**config.mk**
```make
export PLATFORM = sky130hd
export DESIGN_NAME = idc_core
export DESIGN_NICKNAME = d
export VERILOG_FILES = /design/src/core/idc_pkg.sv /design/src/core/idc_core.sv /design/src/core/idc_word_rom.sv /design/src/core/idc_prep_timer.sv
export SDC_FILE = /design/constraint.sdc
export NUM_CORES = 1
export LEC_CHECK = 0
export BUFFER_PORTS_ARGS = -buffer_cell sky130_fd_sc_hd__buf_4
export CORE_ASPECT_RATIO = 1.25
export CORE_MARGIN = 10
export CORE_UTILIZATION = 45
export CTS_CLUSTER_DIAMETER = 150
export DETAILED_ROUTE_END_ITERATION = 10
export GPL_TIMING_DRIVEN = 0
export PLACE_DENSITY = 0.77
export SKIP_CTS_REPAIR_TIMING = 1
export SYNTH_ARGS = -nofsm -noshare
export SYNTH_HDL_FRONTEND = slang
export SYNTH_SLANG_ARGS = --single-unit
```
**constraint.sdc**
```tcl
create_clock -name mclk -period 10 [get_ports mclk]
set_clock_uncertainty 0.2 [all_clocks]
set_input_delay 2.5 -clock mclk [delete_from_list [all_inputs] [get_ports mclk]]
set_output_delay 2.5 -clock mclk [all_outputs]
set_load 0.05 [all_outputs]
```
**src/core/idc_pkg.sv**
```systemverilog
// Shared constants for the identification command block
// Assumes a single 10 MHz clock domain and a synchronous active-high reset
package idc_pkg;

	// ----------------------------------------
	// Command and status encoding
	// ----------------------------------------
	localparam logic [7:0] IDC_CMD_IDENTIFY  = 8'hec;
	localparam int         IDC_ST_BSY        = 7;
	localparam int         IDC_ST_DRDY       = 6;
	localparam int         IDC_ST_DF         = 5;
	localparam int         IDC_ST_DRQ        = 3;
	localparam int         IDC_ST_ERR        = 0;
	localparam int         IDC_DEV_BIT       = 4;
	localparam logic [7:0] IDC_ERR_ABRT      = 8'h04;
	localparam logic [7:0] IDC_STATUS_RESET  = 8'h40;
	localparam logic [7:0] IDC_SEL_RESET     = 8'h00;

	// ----------------------------------------
	// Packet-device signature
	// ----------------------------------------
	localparam logic [7:0] IDC_SIG_COUNT     = 8'h01;
	localparam logic [7:0] IDC_SIG_LBA_LOW   = 8'h01;
	localparam logic [7:0] IDC_SIG_LBA_MID   = 8'h14;
	localparam logic [7:0] IDC_SIG_LBA_HIGH  = 8'heb;

	// ----------------------------------------
	// Buffer layout
	// ----------------------------------------
	localparam int         IDC_WORDS         = 256;
	localparam logic [7:0] IDC_LAST_WORD     = 8'hff;
	localparam logic [7:0] IDC_W_GENCFG      = 8'h00;
	localparam logic [7:0] IDC_W_SERIAL_LO   = 8'h0a;
	localparam logic [7:0] IDC_W_SERIAL_HI   = 8'h13;
	localparam logic [7:0] IDC_W_FW_LO       = 8'h17;
	localparam logic [7:0] IDC_W_FW_HI       = 8'h1a;
	localparam logic [7:0] IDC_W_MODEL_LO    = 8'h1b;
	localparam logic [7:0] IDC_W_MODEL_HI    = 8'h2e;
	localparam logic [7:0] IDC_W_MULTMAX     = 8'h2f;
	localparam logic [7:0] IDC_W_CAP1        = 8'h31;
	localparam logic [7:0] IDC_W_CAP2        = 8'h32;
	localparam logic [7:0] IDC_W_VALID       = 8'h35;
	localparam logic [7:0] IDC_W_MULTCUR     = 8'h3b;
	localparam logic [7:0] IDC_W_SECT_LO     = 8'h3c;
	localparam logic [7:0] IDC_W_SECT_HI     = 8'h3d;
	localparam logic [7:0] IDC_W_MDMA        = 8'h3f;
	localparam logic [7:0] IDC_W_PIO         = 8'h40;
	localparam logic [7:0] IDC_W_MDMA_MIN    = 8'h41;
	localparam logic [7:0] IDC_W_MDMA_REC    = 8'h42;
	localparam logic [7:0] IDC_W_PIO_MIN     = 8'h43;
	localparam logic [7:0] IDC_W_PIO_IORDY   = 8'h44;
	localparam logic [7:0] IDC_W_QUEUE       = 8'h4b;
	localparam logic [7:0] IDC_W_MAJOR       = 8'h50;
	localparam logic [7:0] IDC_W_MINOR       = 8'h51;
	localparam logic [7:0] IDC_W_FEAT1       = 8'h52;
	localparam logic [7:0] IDC_W_FEAT2       = 8'h53;
	localparam logic [7:0] IDC_MULT_MARK     = 8'h80;
	localparam int         IDC_CAP2_ONE      = 14;
	localparam int         IDC_FEAT1_PKT     = 4;
	localparam int         IDC_FEAT2_ONE     = 14;
	localparam int         IDC_FEAT2_ZERO    = 15;
	localparam int         IDC_FEAT2_LBA48   = 10;

	// ----------------------------------------
	// Timing
	// ----------------------------------------
	localparam int         IDC_PREP_NS       = 1000;
	localparam int         IDC_CLK_NS        = 100;
	localparam int         IDC_PREP_CYC      = (IDC_PREP_NS + IDC_CLK_NS - 1) / IDC_CLK_NS;

	typedef enum logic [1:0] {
		IDC_IDLE = 2'b00,
		IDC_PREP = 2'b01,
		IDC_XFER = 2'b10
	} idc_state_t;

endpackage

```
**src/core/idc_core.sv**
```systemverilog
// Device-side identification command engine on the taskfile registers
// Assumes the host writes a register with a one-cycle strobe and reads data with a one-cycle strobe
`timescale 1ns/10ps
`default_nettype none

// Contract
// - Command code ech starts a device-to-host PIO data-in transfer.
// - Completion: BSY clear, DRDY set, DF, DRQ, ERR clear, select bit echoed.
// - Packet devices abort and load the packet signature into the command block.
// - Non-packet devices never report an error for this command.
// - Set BSY, prepare 256 words, set DRQ, clear BSY, interrupt unless disabled.
// - Reserved bits and words return zero.
// - A word's msb drives line 15 and lsb line 0.
// - 32-bit values go as two words, low half first.
// - Word 0: bit 15 zero, bit 7 removable, bit 2 incomplete.
// - Serial in words 10-19, firmware 23-26, model 27-46.
// - Word 47: 80h upper byte, max sectors per interrupt lower.
// - Word 49 reports standby timer, IORDY, IORDY disable, LBA, DMA.
// - Word 50: bit 15 zero, bit 14 one, bit 0 one.
// - Word 53 flags validity of words 64-70.
// - Word 59: bit 8 valid setting, low byte current sectors per interrupt.
// - Word 63 shows selected and supported multiword DMA modes.
// - Word 64 PIO modes; words 65-68 cycle times in nanoseconds.
// - Word 75 low five bits hold queue depth minus one.
// - Version words read 0000h when no version is reported.
// - Feature words: packet bit zero, 48-bit bit reported, bits 15/14 zero/one.
module idc_core
	import idc_pkg::*;
#(
	parameter logic        DEVICE_NUM  = 1'b0,
	parameter logic        PACKET_DEV  = 1'b0,
	parameter int          PREP_CYCLES = IDC_PREP_CYC,
	parameter logic [31:0] SECTORS     = 32'h0001_0000,
	parameter logic [7:0]  MULT_MAX    = 8'h10
)
(
	input  wire logic        mclk,
	input  wire logic        reset,
	input  wire logic        cmd_wr,
	input  wire logic [7:0]  cmd_data,
	input  wire logic        sel_wr,
	input  wire logic [7:0]  sel_data,
	input  wire logic        irq_disable,
	input  wire logic        data_rd,
	input  wire logic        removable,
	input  wire logic        incomplete,
	input  wire logic        mult_valid,
	input  wire logic [7:0]  mult_cur,
	input  wire logic [2:0]  mdma_sel,
	input  wire logic [4:0]  queue_depth_m1,
	output logic      [15:0] data_out,
	output logic      [7:0]  status,
	output logic      [7:0]  drive_select,
	output logic      [7:0]  error_reg,
	output logic      [7:0]  sig_count,
	output logic      [7:0]  sig_lba_low,
	output logic      [7:0]  sig_lba_mid,
	output logic      [7:0]  sig_lba_high,
	output logic             intrq
);

	// ----------------------------------------
	// State
	// ----------------------------------------
	idc_state_t  state_q, state_d;
	logic [7:0]  idx_q, idx_d;
	logic [7:0]  stat_q, stat_d;
	logic [7:0]  sel_q, sel_d;
	logic [7:0]  err_q, err_d;
	logic [31:0] sig_q, sig_d;
	logic        irq_q, irq_d;
	logic [15:0] dout_q, dout_d;
	logic [15:0] rom_word;
	logic        prep_start;
	logic        prep_done;
	logic        addressed;
	logic        go;

	// The device only answers when its own number is selected
	assign addressed = (sel_q[IDC_DEV_BIT] == DEVICE_NUM);
	assign go = cmd_wr && cmd_data == IDC_CMD_IDENTIFY && addressed && state_q == IDC_IDLE;

	assign prep_start = go && !PACKET_DEV;

	idc_prep_timer #(
		.CYCLES (PREP_CYCLES)
	) u_timer (
		.mclk  (mclk),
		.reset (reset),
		.start (prep_start),
		.done  (prep_done)
	);

	// Next index is prefetched so data_out is a flop, not a decode path
	idc_word_rom u_rom (
		.index          (idx_d),
		.removable      (removable),
		.incomplete     (incomplete),
		.mult_max       (MULT_MAX),
		.mult_valid     (mult_valid),
		.mult_cur       (mult_cur),
		.sectors        (SECTORS),
		.mdma_sel       (mdma_sel),
		.queue_depth_m1 (queue_depth_m1),
		.word           (rom_word)
	);

	// ----------------------------------------
	// Command sequencing
	// ----------------------------------------
	always_comb
	begin
		state_d = state_q;
		idx_d   = idx_q;
		stat_d  = stat_q;
		sel_d   = sel_q;
		err_d   = err_q;
		sig_d   = sig_q;
		irq_d   = irq_q;
		dout_d  = dout_q;
		// Writes to the select register are ignored while busy
		if (sel_wr && !stat_q[IDC_ST_BSY])
			sel_d = sel_data;
		if (cmd_wr && addressed)
			irq_d = 1'b0;
		unique case (state_q)
			IDC_IDLE:
			begin
				if (go && PACKET_DEV)
				begin
					err_d  = IDC_ERR_ABRT;
					sig_d  = {IDC_SIG_COUNT, IDC_SIG_LBA_LOW, IDC_SIG_LBA_MID, IDC_SIG_LBA_HIGH};
					stat_d = IDC_STATUS_RESET | 8'h01;
					irq_d  = !irq_disable;
				end
				else if (go)
				begin
					state_d = IDC_PREP;
					err_d   = 8'h00;
					stat_d  = 8'h80;
					idx_d   = 8'h00;
				end
			end
			IDC_PREP:
			begin
				if (prep_done)
				begin
					state_d = IDC_XFER;
					stat_d  = 8'h48;
					dout_d  = rom_word;
					irq_d   = !irq_disable;
				end
			end
			IDC_XFER:
			begin
				if (data_rd)
				begin
					irq_d = 1'b0;
					if (idx_q == IDC_LAST_WORD)
					begin
						state_d = IDC_IDLE;
						stat_d  = IDC_STATUS_RESET;
					end
					else
					begin
						idx_d  = idx_q + 8'h01;
						dout_d = rom_word;
					end
				end
			end
			default:
			begin
				state_d = IDC_IDLE;
			end
		endcase
	end

	always_ff @(posedge mclk)
	begin
		if (reset)
		begin
			state_q <= IDC_IDLE;
			idx_q   <= 8'h00;
			stat_q  <= IDC_STATUS_RESET;
			sel_q   <= IDC_SEL_RESET;
			err_q   <= 8'h00;
			sig_q   <= 32'h0000_0000;
			irq_q   <= 1'b0;
			dout_q  <= 16'h0000;
		end
		else
		begin
			state_q <= state_d;
			idx_q   <= idx_d;
			stat_q  <= stat_d;
			sel_q   <= sel_d;
			err_q   <= err_d;
			sig_q   <= sig_d;
			irq_q   <= irq_d;
			dout_q  <= dout_d;
		end
	end

	// ----------------------------------------
	// Outputs
	// ----------------------------------------
	assign data_out     = dout_q;
	assign status       = stat_q;
	assign drive_select = sel_q;
	assign error_reg    = err_q;
	assign sig_count    = sig_q[31:24];
	assign sig_lba_low  = sig_q[23:16];
	assign sig_lba_mid  = sig_q[15:8];
	assign sig_lba_high = sig_q[7:0];
	assign intrq        = irq_q;

	// ----------------------------------------
	// Checks
	// ----------------------------------------
	a_done_status: assert property (@(posedge mclk) disable iff (reset)
		state_q == IDC_XFER && data_rd && idx_q == IDC_LAST_WORD |=> status == 8'h40)
		else $error("completion status wrong");
	a_prep_busy: assert property (@(posedge mclk) disable iff (reset)
		prep_start |=> status[IDC_ST_BSY] && !status[IDC_ST_DRQ])
		else $error("busy not set on command");
	a_drq_irq: assert property (@(posedge mclk) disable iff (reset)
		$rose(status[IDC_ST_DRQ]) |-> !status[IDC_ST_BSY] && (intrq == !$past(irq_disable)))
		else $error("drq or interrupt wrong");
	a_no_error: assert property (@(posedge mclk) disable iff (reset)
		!PACKET_DEV |-> !status[IDC_ST_ERR])
		else $error("error reported by non-packet device");
	a_packet_abort: assert property (@(posedge mclk) disable iff (reset)
		go && PACKET_DEV |=> error_reg == IDC_ERR_ABRT && sig_lba_high == IDC_SIG_LBA_HIGH)
		else $error("packet abort missing");
	a_word_zero: assert property (@(posedge mclk) disable iff (reset)
		state_q == IDC_XFER && idx_q == 8'h00 |-> !data_out[15] && data_out[7] == removable)
		else $error("word 0 wrong");
	a_word_cap2: assert property (@(posedge mclk) disable iff (reset)
		state_q == IDC_XFER && idx_q == IDC_W_CAP2 |-> data_out[15:14] == 2'b01 && data_out[0])
		else $error("word 50 wrong");
	a_sect_order: assert property (@(posedge mclk) disable iff (reset)
		state_q == IDC_XFER && idx_q == IDC_W_SECT_LO && data_rd |=> data_out == SECTORS[31:16])
		else $error("sector count order wrong");
	a_mult_word: assert property (@(posedge mclk) disable iff (reset)
		state_q == IDC_XFER && idx_q == IDC_W_MULTMAX |-> data_out[15:8] == IDC_MULT_MARK)
		else $error("word 47 wrong");
	a_feat_word: assert property (@(posedge mclk) disable iff (reset)
		state_q == IDC_XFER && idx_q == IDC_W_FEAT2 |-> data_out[15:14] == 2'b01)
		else $error("word 83 wrong");

endmodule
`default_nettype wire

```
**src/core/idc_word_rom.sv**
```systemverilog
// Identification word generator, one word per index
// Assumes strings arrive packed two characters per word, first character in the upper byte
`timescale 1ns/10ps
`default_nettype none
module idc_word_rom
	import idc_pkg::*;
#(
	parameter logic [159:0] SERIAL = {20{8'h20}},
	parameter logic [63:0]  FW_REV = {8{8'h20}},
	parameter logic [319:0] MODEL  = {40{8'h20}}
)
(
	input  wire logic [7:0]  index,
	input  wire logic        removable,
	input  wire logic        incomplete,
	input  wire logic [7:0]  mult_max,
	input  wire logic        mult_valid,
	input  wire logic [7:0]  mult_cur,
	input  wire logic [31:0] sectors,
	input  wire logic [2:0]  mdma_sel,
	input  wire logic [4:0]  queue_depth_m1,
	output logic      [15:0] word
);

	// ----------------------------------------
	// Word selection
	// ----------------------------------------
	always_comb
	begin
		word = 16'h0000;
		unique case (index)
			IDC_W_GENCFG:   word = {8'h00, removable, 4'h0, incomplete, 2'b00};
			IDC_W_MULTMAX:  word = {IDC_MULT_MARK, mult_max};
			IDC_W_CAP1:     word = 16'h2f00;
			IDC_W_CAP2:     word = 16'h4001;
			IDC_W_VALID:    word = 16'h0002;
			IDC_W_MULTCUR:  word = {7'h00, mult_valid, mult_cur};
			IDC_W_SECT_LO:  word = sectors[15:0];
			IDC_W_SECT_HI:  word = sectors[31:16];
			IDC_W_MDMA:     word = {5'h00, mdma_sel, 5'h00, 3'h7};
			IDC_W_PIO:      word = 16'h0003;
			IDC_W_MDMA_MIN: word = 16'h0078;
			IDC_W_MDMA_REC: word = 16'h0078;
			IDC_W_PIO_MIN:  word = 16'h0078;
			IDC_W_PIO_IORDY: word = 16'h0078;
			IDC_W_QUEUE:    word = {11'h000, queue_depth_m1};
			IDC_W_MAJOR:    word = 16'h00f0;
			IDC_W_MINOR:    word = 16'h0000;
			IDC_W_FEAT1:    word = 16'h0000;
			IDC_W_FEAT2:    word = 16'h4400;
			default:
			begin
				// Strings: low index carries the earliest characters
				if (index >= IDC_W_SERIAL_LO && index <= IDC_W_SERIAL_HI)
					word = SERIAL[159 - 16*(index - IDC_W_SERIAL_LO) -: 16];
				else if (index >= IDC_W_FW_LO && index <= IDC_W_FW_HI)
					word = FW_REV[63 - 16*(index - IDC_W_FW_LO) -: 16];
				else if (index >= IDC_W_MODEL_LO && index <= IDC_W_MODEL_HI)
					word = MODEL[319 - 16*(index - IDC_W_MODEL_LO) -: 16];
			end
		endcase
	end

endmodule
`default_nettype wire

```
**src/core/idc_prep_timer.sv**
```systemverilog
// Preparation delay counter
// Assumes start is a one-cycle pulse while idle
`timescale 1ns/10ps
`default_nettype none
module idc_prep_timer
	import idc_pkg::*;
#(
	parameter int CYCLES = IDC_PREP_CYC
)
(
	input  wire logic mclk,
	input  wire logic reset,
	input  wire logic start,
	output logic      done
);

	logic [15:0] cnt_q;
	logic [15:0] cnt_d;

	always_comb
	begin
		cnt_d = cnt_q;
		if (start)
			cnt_d = 16'(CYCLES);
		else if (cnt_q != 16'h0000)
			cnt_d = cnt_q - 16'h0001;
	end

	always_ff @(posedge mclk)
	begin
		if (reset)
			cnt_q <= 16'h0000;
		else
			cnt_q <= cnt_d;
	end

	assign done = (cnt_q == 16'h0001);

endmodule
`default_nettype wire

```
# [After elaboration in Yosys (flattened, before gate mapping)]
# Index checks and enable logic that the tools add are counted.
[totals] in_bits=41 word_cells=104 regBits=59
[classes] n_addsub=8 n_reduce_logical=22 n_shift=3 eq_ne=28 n_lt_le_gt_ge=6 n_mux=28 bitwise_logic=1
[op_table] cell="$shiftx A335 B33 Y16 const A" n=1
[op_table] cell="$pmux W16 S14" n=1
[op_table] cell="$shiftx A175 B33 Y16 const A" n=1
[op_table] cell="$mux W16" n=6
[op_table] cell="$eq A8 B7 Y1 const B" n=10
[op_table] cell="$shiftx A79 B33 Y16 const A" n=1
[op_table] cell="$eq A8 B6 Y1 const B" n=8
[op_table] cell="$mux W8" n=7
[op_table] cell="$pmux W16 S2" n=1
[op_table] cell="$sub A6 B32 Y32 const A" n=1
[op_table] cell="$sub A8 B32 Y32 const A" n=1
[op_table] cell="$sub A9 B32 Y32 const A" n=1
[op_table] cell="$pmux W8 S3" n=1
[op_table] cell="$sub A8 B5 Y9 const B" n=2
[op_table] cell="$eq A16 B1 Y1 const B" n=1
[op_table] cell="$eq A8 B8 Y1 const B" n=2
[op_table] cell="$ge A8 B5 Y1 const B" n=2
[op_table] cell="$le A8 B5 Y1 const B" n=2
[op_table] cell="$pmux W8 S2" n=1
[op_table] cell="$reduce_bool A16 Y1" n=1
[op_table] cell="$sub A16 B1 Y16 const B" n=1
[op_table] cell="$ne A2 B2 Y1 const B" n=5
[op_table] cell="$sub A8 B4 Y9 const B" n=1
[op_table] cell="$add A8 B1 Y8 const B" n=1
[op_table] cell="21 further kinds" n=37

# [Logic depth before layout (Yosys ltp)]
# Gate-level depths: netlist of the first run.
[logic_depth] depth_word=16 depth_mapped=21 mapped_depth_nobuf=20

# [Cells and area by module]
# A second synthesis of the first run with hierarchy kept.
[unflattened] cells_unflattened=590 hier_area_um2=4753.3
[by_module_without_submodules] mod="idc_core" cells_each=314 n_inst=1 area_per_inst_um2=2690.1
[by_module_without_submodules] mod="idc_word_rom" cells_each=173 n_inst=1 area_per_inst_um2=1209.9
[by_module_without_submodules] mod="idc_prep_timer" cells_each=103 n_inst=1 area_per_inst_um2=853.3

# [Least setup slack after synthesis of the first run]
# Ideal clock, no wire load.
[synth_timing] path_kind="input port to flip-flop" start="input cmd_data[1]" end="register dout_q[5], in the netlist data_out[5]" t_arrival_ns=5.740 required_time_ns=9.671 stages=18 setup_time_ns=0.129 n_path_buf=0 path_slack_ns=3.931 cell_sequence="nand4b_2 > nor4_1 > nand4_1 > nand2_1 > inv_1 > ha_1 > and2_1 > o21ai_0 > o22ai_1 > nor2_1 > xnor2_1 > ha_1 > nand3_1 > mux2i_1 > a211oi_2 > xnor2_1 > a31oi_1 > o32ai_1"
[synth_via] elab_chain_cells=16 elab_cells_between_ends=53 cone_classes="add/sub (6); order compare (6); eq/ne (19); shift (3); mux (10); reduce/logical (9)"
[synth_rtl] element="start: declaration" line_no="idc_core.sv:40" source="input wire logic [7:0] cmd_data,"
[synth_rtl] element="$eq A8 B8 Y1 (*)" line_no="idc_core.sv:81" source="assign go = cmd_wr && cmd_data == IDC_CMD_IDENTIFY && addressed && state_q == IDC_IDLE;"
[synth_rtl] element="$logic_and A1 B1 Y1 (*) (3 in a row)" line_no="idc_core.sv:81"
[synth_rtl] element="$mux W8 (*)" line_no="idc_core.sv:136" source="else if (go)"
[synth_rtl] element="$pmux W8 S2 (*)" line_no="idc_core.sv:126" source="unique case (state_q)"
[synth_rtl] element="via idx_d[1]" line_no="idc_core.sv:66" source="logic [7:0] idx_q, idx_d;"
[synth_rtl] element="$sub A8 B5 Y9" line_no="idc_word_rom.sv:59" source="word = MODEL[319 - 16*(index - IDC_W_MODEL_LO) -: 16];"
[synth_rtl] element="$sub A9 B32 Y32" line_no="idc_word_rom.sv:59"
[synth_rtl] element="$shiftx A335 B33 Y16" line_no="idc_word_rom.sv:59"
[synth_rtl] element="$mux W16" line_no="idc_word_rom.sv:58" source="else if (index >= IDC_W_MODEL_LO && index <= IDC_W_MODEL_HI)"
[synth_rtl] element="$mux W16" line_no="idc_word_rom.sv:56" source="else if (index >= IDC_W_FW_LO && index <= IDC_W_FW_HI)"
[synth_rtl] element="$mux W16" line_no="idc_word_rom.sv:54" source="if (index >= IDC_W_SERIAL_LO && index <= IDC_W_SERIAL_HI)"
[synth_rtl] element="$pmux W16 S14 (*)" line_no="idc_word_rom.sv:31" source="unique case (index)"
[synth_rtl] element="$mux W16" line_no="idc_core.sv:159" source="if (idx_q == IDC_LAST_WORD)"
[synth_rtl] element="$mux W16" line_no="idc_core.sv:156" source="if (data_rd)"
[synth_rtl] element="$pmux W16 S2 (*)" line_no="idc_core.sv:126"
[synth_rtl] element="end signal: assignment" line_no="idc_core.sv:200" source="dout_q <= dout_d;"
[synth_rtl] element="end: declaration" line_no="idc_core.sv:72" source="logic [15:0] dout_q, dout_d;"
# Mark *: on every way through the listed nets, which the timed path passes. The rest lies on a longest branch. The select of a mux whose other input is x is not followed.
# A chain may end at the register's enable or synchronous reset.

# [Worst setup path after layout of the first run]
# Ends and elaborated chain as after synthesis.

==> results of run 1 <==
tightest hold or removal path, stage by stage, from the launching register on:
cell and delay (ns):
dfxtp_1 0.33, nand2_1 0.05, a21oi_1 0.06
metrics by stage:
| stage | hold slack (ns) | cell area (um^2) | instances | power, mW |
|---|---|---|---|---|
| 6_report | 0.278 | 4960 | 747 | 0.687 |
| 4_1_cts | 0.275 | 4960 | 747 | 0.687 |
| 2_1_floorplan | 0.244 | 4220 | 552 | 0.497 |
| 3_3_place_gp | 0.244 | 4870 | 739 | 0.553 |
| 5_1_grt | 0.299 | 4960 | 747 | 0.730 |
| 3_5_place_dp | 0.261 | 4870 | 739 | 0.564 |
area by class of cell:
class | count | area [um^2] | share of cell area, %
buffer | 70 | 487 | 9.81
tap | 120 | 150 | 3.03
clock inverter | 3 | 21.3 | 0.429
multi-input combinational | 413 | 2610 | 52.6
clock buffer | 5 | 68.8 | 1.39
sequential | 53 | 1060 | 21.4
inverter | 16 | 62.6 | 1.26
timing repair buffer | 67 | 503 | 10.1
layout by cell type (no fill, tap or decap), types with 5 or more instances in the layout:
| cell | netlist | routed |
|---|---|---|
| a211oi_1 | 10 | 10 |
| a21oi_1 | 21 | 21 |
| a221oi_1 | 5 | 5 |
| a31oi_1 | 5 | 5 |
| and2_1 | 6 | 6 |
| buf_4 | 49 | 116 |
| clkbuf_1 | 9 | 9 |
| clkbuf_8 | 0 | 5 |
| conb_1 | 1 | 46 |
| dfxtp_1 | 53 | 53 |
| ha_1 | 21 | 21 |
| inv_1 | 15 | 15 |
| mux2i_1 | 15 | 15 |
| nand2_1 | 38 | 38 |
| nand2b_1 | 10 | 10 |
| nand3_1 | 17 | 17 |
| nand4_1 | 5 | 5 |
| nor2_1 | 62 | 62 |
| nor3_1 | 19 | 19 |
| nor4_1 | 6 | 6 |
| o21ai_0 | 14 | 14 |
| o22ai_1 | 5 | 5 |
| or4_1 | 5 | 5 |
| xnor2_1 | 15 | 15 |
logic make-up (layout without fill, tap and decap cells):
group | Yosys count | in the layout
compound gates | 120 | 120
xor+xnor | 18 | 18
fa+ha+maj | 21 | 21
buf+inv | 86 | 161
flops | 53 | 53
mux | 16 | 16
other cells | 1 | 46
simple gates | 192 | 192
registers in the layout (all words and copies together), names as in the netlist:
signal	cells
drive_select	8
u_timer.cnt_q	16
intrq	1
state_q	2
idx_q	8
data_out	15
status	3
power groups by stage:
stage | combinational [mW] | sequential [mW] | clock, mW
floorplan | 0.201 | 0.296 | 0
global placement | 0.282 | 0.271 | 0
detailed placement | 0.291 | 0.273 | 0
CTS | 0.291 | 0.269 | 0.127
global route | 0.322 | 0.273 | 0.134
finish | 0.292 | 0.269 | 0.127
path summary, 6_finish.rpt:
kind | endpoint | depth (start not counted)
max | data_out[5] | 19
min reg2reg | data_out[11] | 2
max reg2reg | data_out[5] | 20
min | data_out[11] | 2
metal layers:
metal / vias to the layer above / routed length [um]
li1: 1997 / -
met1: 1886 / 4620
met2: 153 / 6640
met3: 27 / 774
met4: 0 / 250
met5: - / 0
==> flow_metrics.py, run 1 <==
metrics = {
    "clocking": {
        "numCtsBuffers": 5,
        "clockBufferDepth": 2,
        "insertion_delay_ns": 0.31,
        "cts_tree": "yes",
        "cts_sinks": 53,
        "cts_root_buf": "clkbuf_8",
        "h-tree-depth": 2,
        "clk_pin_slew_ns": 0.10,
    },
    "floorplanning": {
        "io_pins": 114,
        "start_util_pct": 46.3,
        "die_h_um": 126,
        "die_x_um": 105,
        "die-area_um2": 13200,
        "core_area_um2": 8750,
        "num_rows": 38,
    },
    "detailed_routing": {
        "first_pass_iters": 6,
        "routed_via_density": 5.44,
        "via_count": 4063,
        "wl_mm": 12.3,
        "drc": 0,
        "post_drt_wl_per_cell_um": 16.4,
        "drt_iter0_drc": 500,
        "drtAntennaViolNets": 0,
    },
    "power_and_ir_drop": {
        "pwr-share-comb_pct": 42.4,
        "max-vdd-ir-drop_mv": 0.0611,
        "netSwitchingFraction_pct": 41.3,
        "clockPowerShare_pct": 18.4,
        "p_seq_share_pct": 39.1,
        "p_leak_nw": 2.16,
        "p_sw_mw": 0.284,
        "p_per_area_nw_per_um2": 139,
        "p_int_mw": 0.403,
    },
    "logic_synthesis": {
        "synth.area.top_cells": "dfxtp_1 26%, buf_4 9.1%, ha_1 6.5%, nor2_1 5.7%, mux2i_1 3.7%",
        "ys.flop_type": "dfxtp_1",
        "synth_cell_type_count": 77,
        "syn_area_per_cell_um2": 7.99,
        "yosysMostFrequentCell": "nor2_1",
        "ys_warn_count": 0,
        "ys_ff_latch": 53,
        "syn-instance-count": 507,
        "synth_edf_count": 0,
        "muxShareOfSynthArea_pct": 3.99,
        "synth_top_area_share_pct": 26.2,
        "synth_top_cells_by_count": "62 x nor2_1, 53 x dfxtp_1, 49 x buf_4",
        "synthAdderAreaFrac_pct": 6.49,
        "synth_compound_area_share_pct": 22.1,
        "syn-cell-area_um2": 4050,
        "synth_top_area_cell": "dfxtp_1",
        "synth_top_family_by_area": "simple AND/OR/NAND/NOR gates",
        "synth_xor_xnor_area_share_pct": 3.89,
        "synthArstFlopShare_pct": 0,
        "yosysSeqAreaShare_pct": 26.2,
        "synth_simple_gate_area_share_pct": 23.7,
    },
    "layout": {
        "antenna_cells": 0,
        "fin_util_pct": 56.7,
        "drive_above_1_share_pct": 24.2,
        "area_delta_synth_final_pct": 22.5,
        "fillers": 843,
        "fin_nets": 688,
    },
    "hold_path": {
        "hold_path_class": "flop to flop",
        "hold_start": "data_out[11]",
    },
    "placement": {
        "dp_hpwl_mm": 9.97,
        "post-place-ws_ns": 2.60,
        "gp_congestion": 0.904,
        "numPortBuffers": 67,
    },
    "critical_path": {
        "crit_path_start": "cmd_data[1]",
        "crit_type": "primary input to flop",
        "path_cells": "buf_4, nand4b_2, nor4_1, nand4_1, nand2_1, inv_1, ha_1, and2_1, o21ai_0, o22ai_1, nor2_1, xnor2_1, ha_1, nand3_1, mux2i_1, a211oi_2, xnor2_1, a31oi_1, o32ai_1",
        "slowest_stage": "nor4_1",
        "path_delay_family": "simple AND/OR/NAND/NOR gates",
        "r2r_slack_ns": 4.47,
        "max_stage_delay_ns": 0.96,
        "arrival_ns": 7.16,
        "cp.required_ns": 9.99,
        "cp_num_buf_inv": 2,
        "startpoint_type": "primary input",
        "timing.rr.start": "state_q[0]",
        "worstPathMaxFanout": 6,
        "worstSetupEndpointType": "flop",
    },
    "sta": {
        "clock.fmax_mhz": 139,
        "min_period_ns": 7.17,
        "timing.final.hold_violations": 0,
        "max-slew-margin-rel_pct": 22.3,
        "final_max_slew_viol_count": 0,
        "setup_viol": 0,
        "tightest_slew_ns": 1.16,
        "layout_setup_ws_ns": 2.83,
        "fin_crit_sh_pct": 71.7,
        "rsz0062_at_grt": "false",
        "setup-tns-final_ns": 0,
    },
    "grt": {
        "grt_use_met2_pct": 33.3,
        "met1_usage_pct": 18.6,
        "met3_usage_pct": 3.57,
        "grt_max_degree": 18,
        "grt_overflow": 0,
        "busiest_layer": "met2",
        "antenna_found_initial": 0,
        "grt_pass1_vias": 3987,
        "grt_usage_pct": 17.6,
        "grt_pass1_wl_mm": 19.8,
    },
    "flow_run": {
        "max-cap-violations": 0,
    },
    "run_status": {
        "status": "completed",
    },
}
(Power assumes the default switching activity.)
==> inputs of run 2 (changes only) <==
Settings changed: ABC_AREA set to 1.
Clock period 10 ns to 7.31 ns, I/O delays scaled along.
==> run 2 against run 1 <==
Effect of this change: non-clock buffer count is 13 lower; sequential share of layout area is 1.0 points lower; die area grew 4.0%; utilization barely moved; flip-flop and latch count unchanged; register-to-register slack got worse by 0.82 ns; clock power up 82%; critical path depth grew 4; synthesized cell count is 27% higher; final area increased by 4.9%.
==> flow_metrics.py, run 2 <==
metrics = {
    "run_status": {
        "status": "completed",
    },
    "placement": {
        "dp_hpwl_mm": 9.28,
        "numPortBuffers": 66,
        "gp_congestion": 0.882,
    },
    "sta": {
        "max-slew-margin-rel_pct": 64.1,
        "tightest_slew_ns": 0.532,
        "rsz0062_at_grt": "false",
        "fin_crit_sh_pct": 63.8,
        "setup_viol": 0,
        "setup-tns-final_ns": 0,
        "final_max_slew_viol_count": 0,
        "min_period_ns": 4.67,
        "clock.fmax_mhz": 214,
        "timing.final.hold_violations": 0,
    },
    "logic_synthesis": {
        "ys_warn_count": 0,
        "synth_simple_gate_area_share_pct": 40.1,
        "ys.flop_type": "dfxtp_1",
        "synth_top_cells_by_count": "154 x nand2_1, 74 x inv_1, 71 x nor2_1",
        "syn_area_per_cell_um2": 6.57,
        "synthAdderAreaFrac_pct": 6.19,
        "syn-instance-count": 646,
        "ys_ff_latch": 53,
        "synth_edf_count": 0,
        "synth.area.top_cells": "dfxtp_1 25%, nand2_1 14%, buf_4 8.3%, inv_1 6.5%, nand3_1 6.5%",
        "muxShareOfSynthArea_pct": 0,
        "synthArstFlopShare_pct": 0,
        "yosysSeqAreaShare_pct": 25.0,
        "synth_xor_xnor_area_share_pct": 1.44,
        "yosysMostFrequentCell": "nand2_1",
        "synth_top_area_cell": "dfxtp_1",
        "synth_top_family_by_area": "simple AND/OR/NAND/NOR gates",
        "synth_cell_type_count": 42,
        "synth_top_area_share_pct": 25.0,
        "syn-cell-area_um2": 4250,
        "synth_compound_area_share_pct": 9.90,
    },
    "floorplanning": {
        "core_area_um2": 9170,
        "num_rows": 39,
        "start_util_pct": 46.3,
        "die-area_um2": 13700,
        "io_pins": 114,
        "die_h_um": 129,
        "die_x_um": 107,
    },
    "grt": {
        "grt_overflow": 0,
        "met1_usage_pct": 17.6,
        "grt_use_met2_pct": 29.0,
        "met3_usage_pct": 3.85,
        "grt_usage_pct": 15.6,
        "antenna_found_initial": 0,
        "grt_max_degree": 16,
        "grt_pass1_vias": 4019,
        "grt_pass1_wl_mm": 18.4,
        "busiest_layer": "met2",
    },
    "clocking": {
        "h-tree-depth": 2,
        "clk_pin_slew_ns": 0.06,
        "cts_sinks": 53,
        "cts_tree": "yes",
        "cts_root_buf": "clkbuf_16",
        "clockBufferDepth": 2,
        "numCtsBuffers": 5,
        "insertion_delay_ns": 0.29,
    },
    "layout": {
        "top_register": "u_timer.cnt_q",
        "final_common_cell": "nand2_1",
        "antenna_cells": 0,
        "largest_reg_flops": 16,
        "area_delta_synth_final_pct": 22.6,
        "drive_above_1_share_pct": 24.2,
        "fin_nets": 826,
        "most-common-layout-cells": "154 x nand2_1, 113 x buf_4, 74 x inv_1, 71 x nor2_1, 55 x nand3_1",
    },
    "critical_path": {
        "worstPathMaxFanout": 8,
        "cp.required_ns": 7.34,
        "arrival_ns": 4.69,
        "slowest_stage": "o21ai_0",
        "path_cells": "buf_4, inv_1, nand2_1, nor2_2, nand3_1, nand2_2, nand3_2, nand2_2, inv_1, ha_1, nand2_1, inv_1, o21ai_0, nand2_1, inv_1, nand2_1, nand3_1, nand2_1, nand2_1, nand3_1, nand2_1, nand2_1, a21oi_2",
        "worstSetupEndpointType": "flop",
        "r2r_slack_ns": 3.65,
        "crit_type": "primary input to flop",
        "reg2reg_depth": 22,
        "crit_top_cell": "nand2_1",
        "timing.rr.end": "data_out[13]",
        "timing.rr.start": "idx_q[0]",
        "startpoint_type": "primary input",
        "crit_path_start": "cmd_data[4]",
        "max_stage_delay_ns": 0.46,
    },
    "detailed_routing": {
        "via_count": 4182,
        "drt_iter0_drc": 251,
        "drtAntennaViolNets": 0,
        "wl_mm": 11.1,
        "routed_via_density": 4.71,
        "post_drt_wl_per_cell_um": 12.5,
        "first_pass_iters": 5,
        "drc": 0,
    },
    "power_and_ir_drop": {
        "p_leak_nw": 2.72,
        "max-vdd-ir-drop_mv": 0.112,
        "power_mw": 1.40,
        "p_per_area_nw_per_um2": 268,
    },
    "hold_path": {
        "hold_start": "data_out[0]",
        "hold_path_class": "flop to flop",
        "min_path_cells": 2,
        "holdPathEnd": "data_out[0]",
    },
    "flow_run": {
        "max-cap-violations": 0,
    },
}
[run 2: per-stage QoR]
step | cell area (um^2) | setup WS [ns] | cells | hold WS [ns] | util, %
global route | 5200 | 2.30 | 888 | 0.295 | 56.7
CTS | 5200 | 2.63 | 888 | 0.269 | 56.7
floorplan | 4420 | 3.01 | 691 | 0.250 | -
global placement | 5060 | 2.37 | 880 | 0.252 | 55.2
detailed placement | 5060 | 2.33 | 880 | 0.259 | 55.2
finish | 5200 | 2.64 | 888 | 0.270 | 56.7
[run 2: area by class of cell]
| type | count | area, um^2 |
|---|---|---|
| buffer | 58 | 422 |
| clock buffer | 7 | 133 |
| clock inverter | 1 | 7.51 |
| fill | 869 | 3970 |
| inverter | 82 | 313 |
| multi-input combinational | 498 | 2620 |
| sequential | 53 | 1060 |
| tap | 123 | 154 |
| timing repair buffer | 66 | 495 |
[run 2: how the worst max path moves through the flow]
| stage | to | slack (ns) | cells after the start |
|---|---|---|---|
| floorplan | data_out[13] | 3.01 | 24 |
| global placement | data_out[5] | 2.37 | 25 |
| detailed placement | data_out[13] | 2.33 | 25 |
| CTS | data_out[13] | 2.63 | 25 |
| global route | data_out[13] | 2.30 | 23 |
| finish | data_out[13] | 2.64 | 23 |
[run 2: logic make-up after synthesis]
| logic type | Yosys count |
|---|---|
| and+or+nand+nor | 349 |
| buffers and inverters | 140 |
| AOI/OAI and AO/OA | 75 |
| DFF | 53 |
| adders and majority gates | 21 |
| xor gates and xnor gates | 7 |
| other | 1 |
[run 2: critical path: cells and delay by family]
family	cells	cell delay, ns
buf+inv	5	0.49
compound gates	2	0.58
simple gates	15	1.48
fa+ha+maj	1	0.30
[run 2: layer usage]
metal	vias to the layer above	share of wire [%]
met5	-	0
met4	0	1.3
met3	11	6.4
met2	102	52
met1	1876	41
li1	2193	-
[run 2: power by group]
part / switching [mW] / total, mW / internal, mW
logic: 0.516 / 0.766 / 0.250
clock network: 0.103 / 0.231 / 0.127
registers: 0.0464 / 0.400 / 0.353
total: 0.666 / 1.40 / 0.731
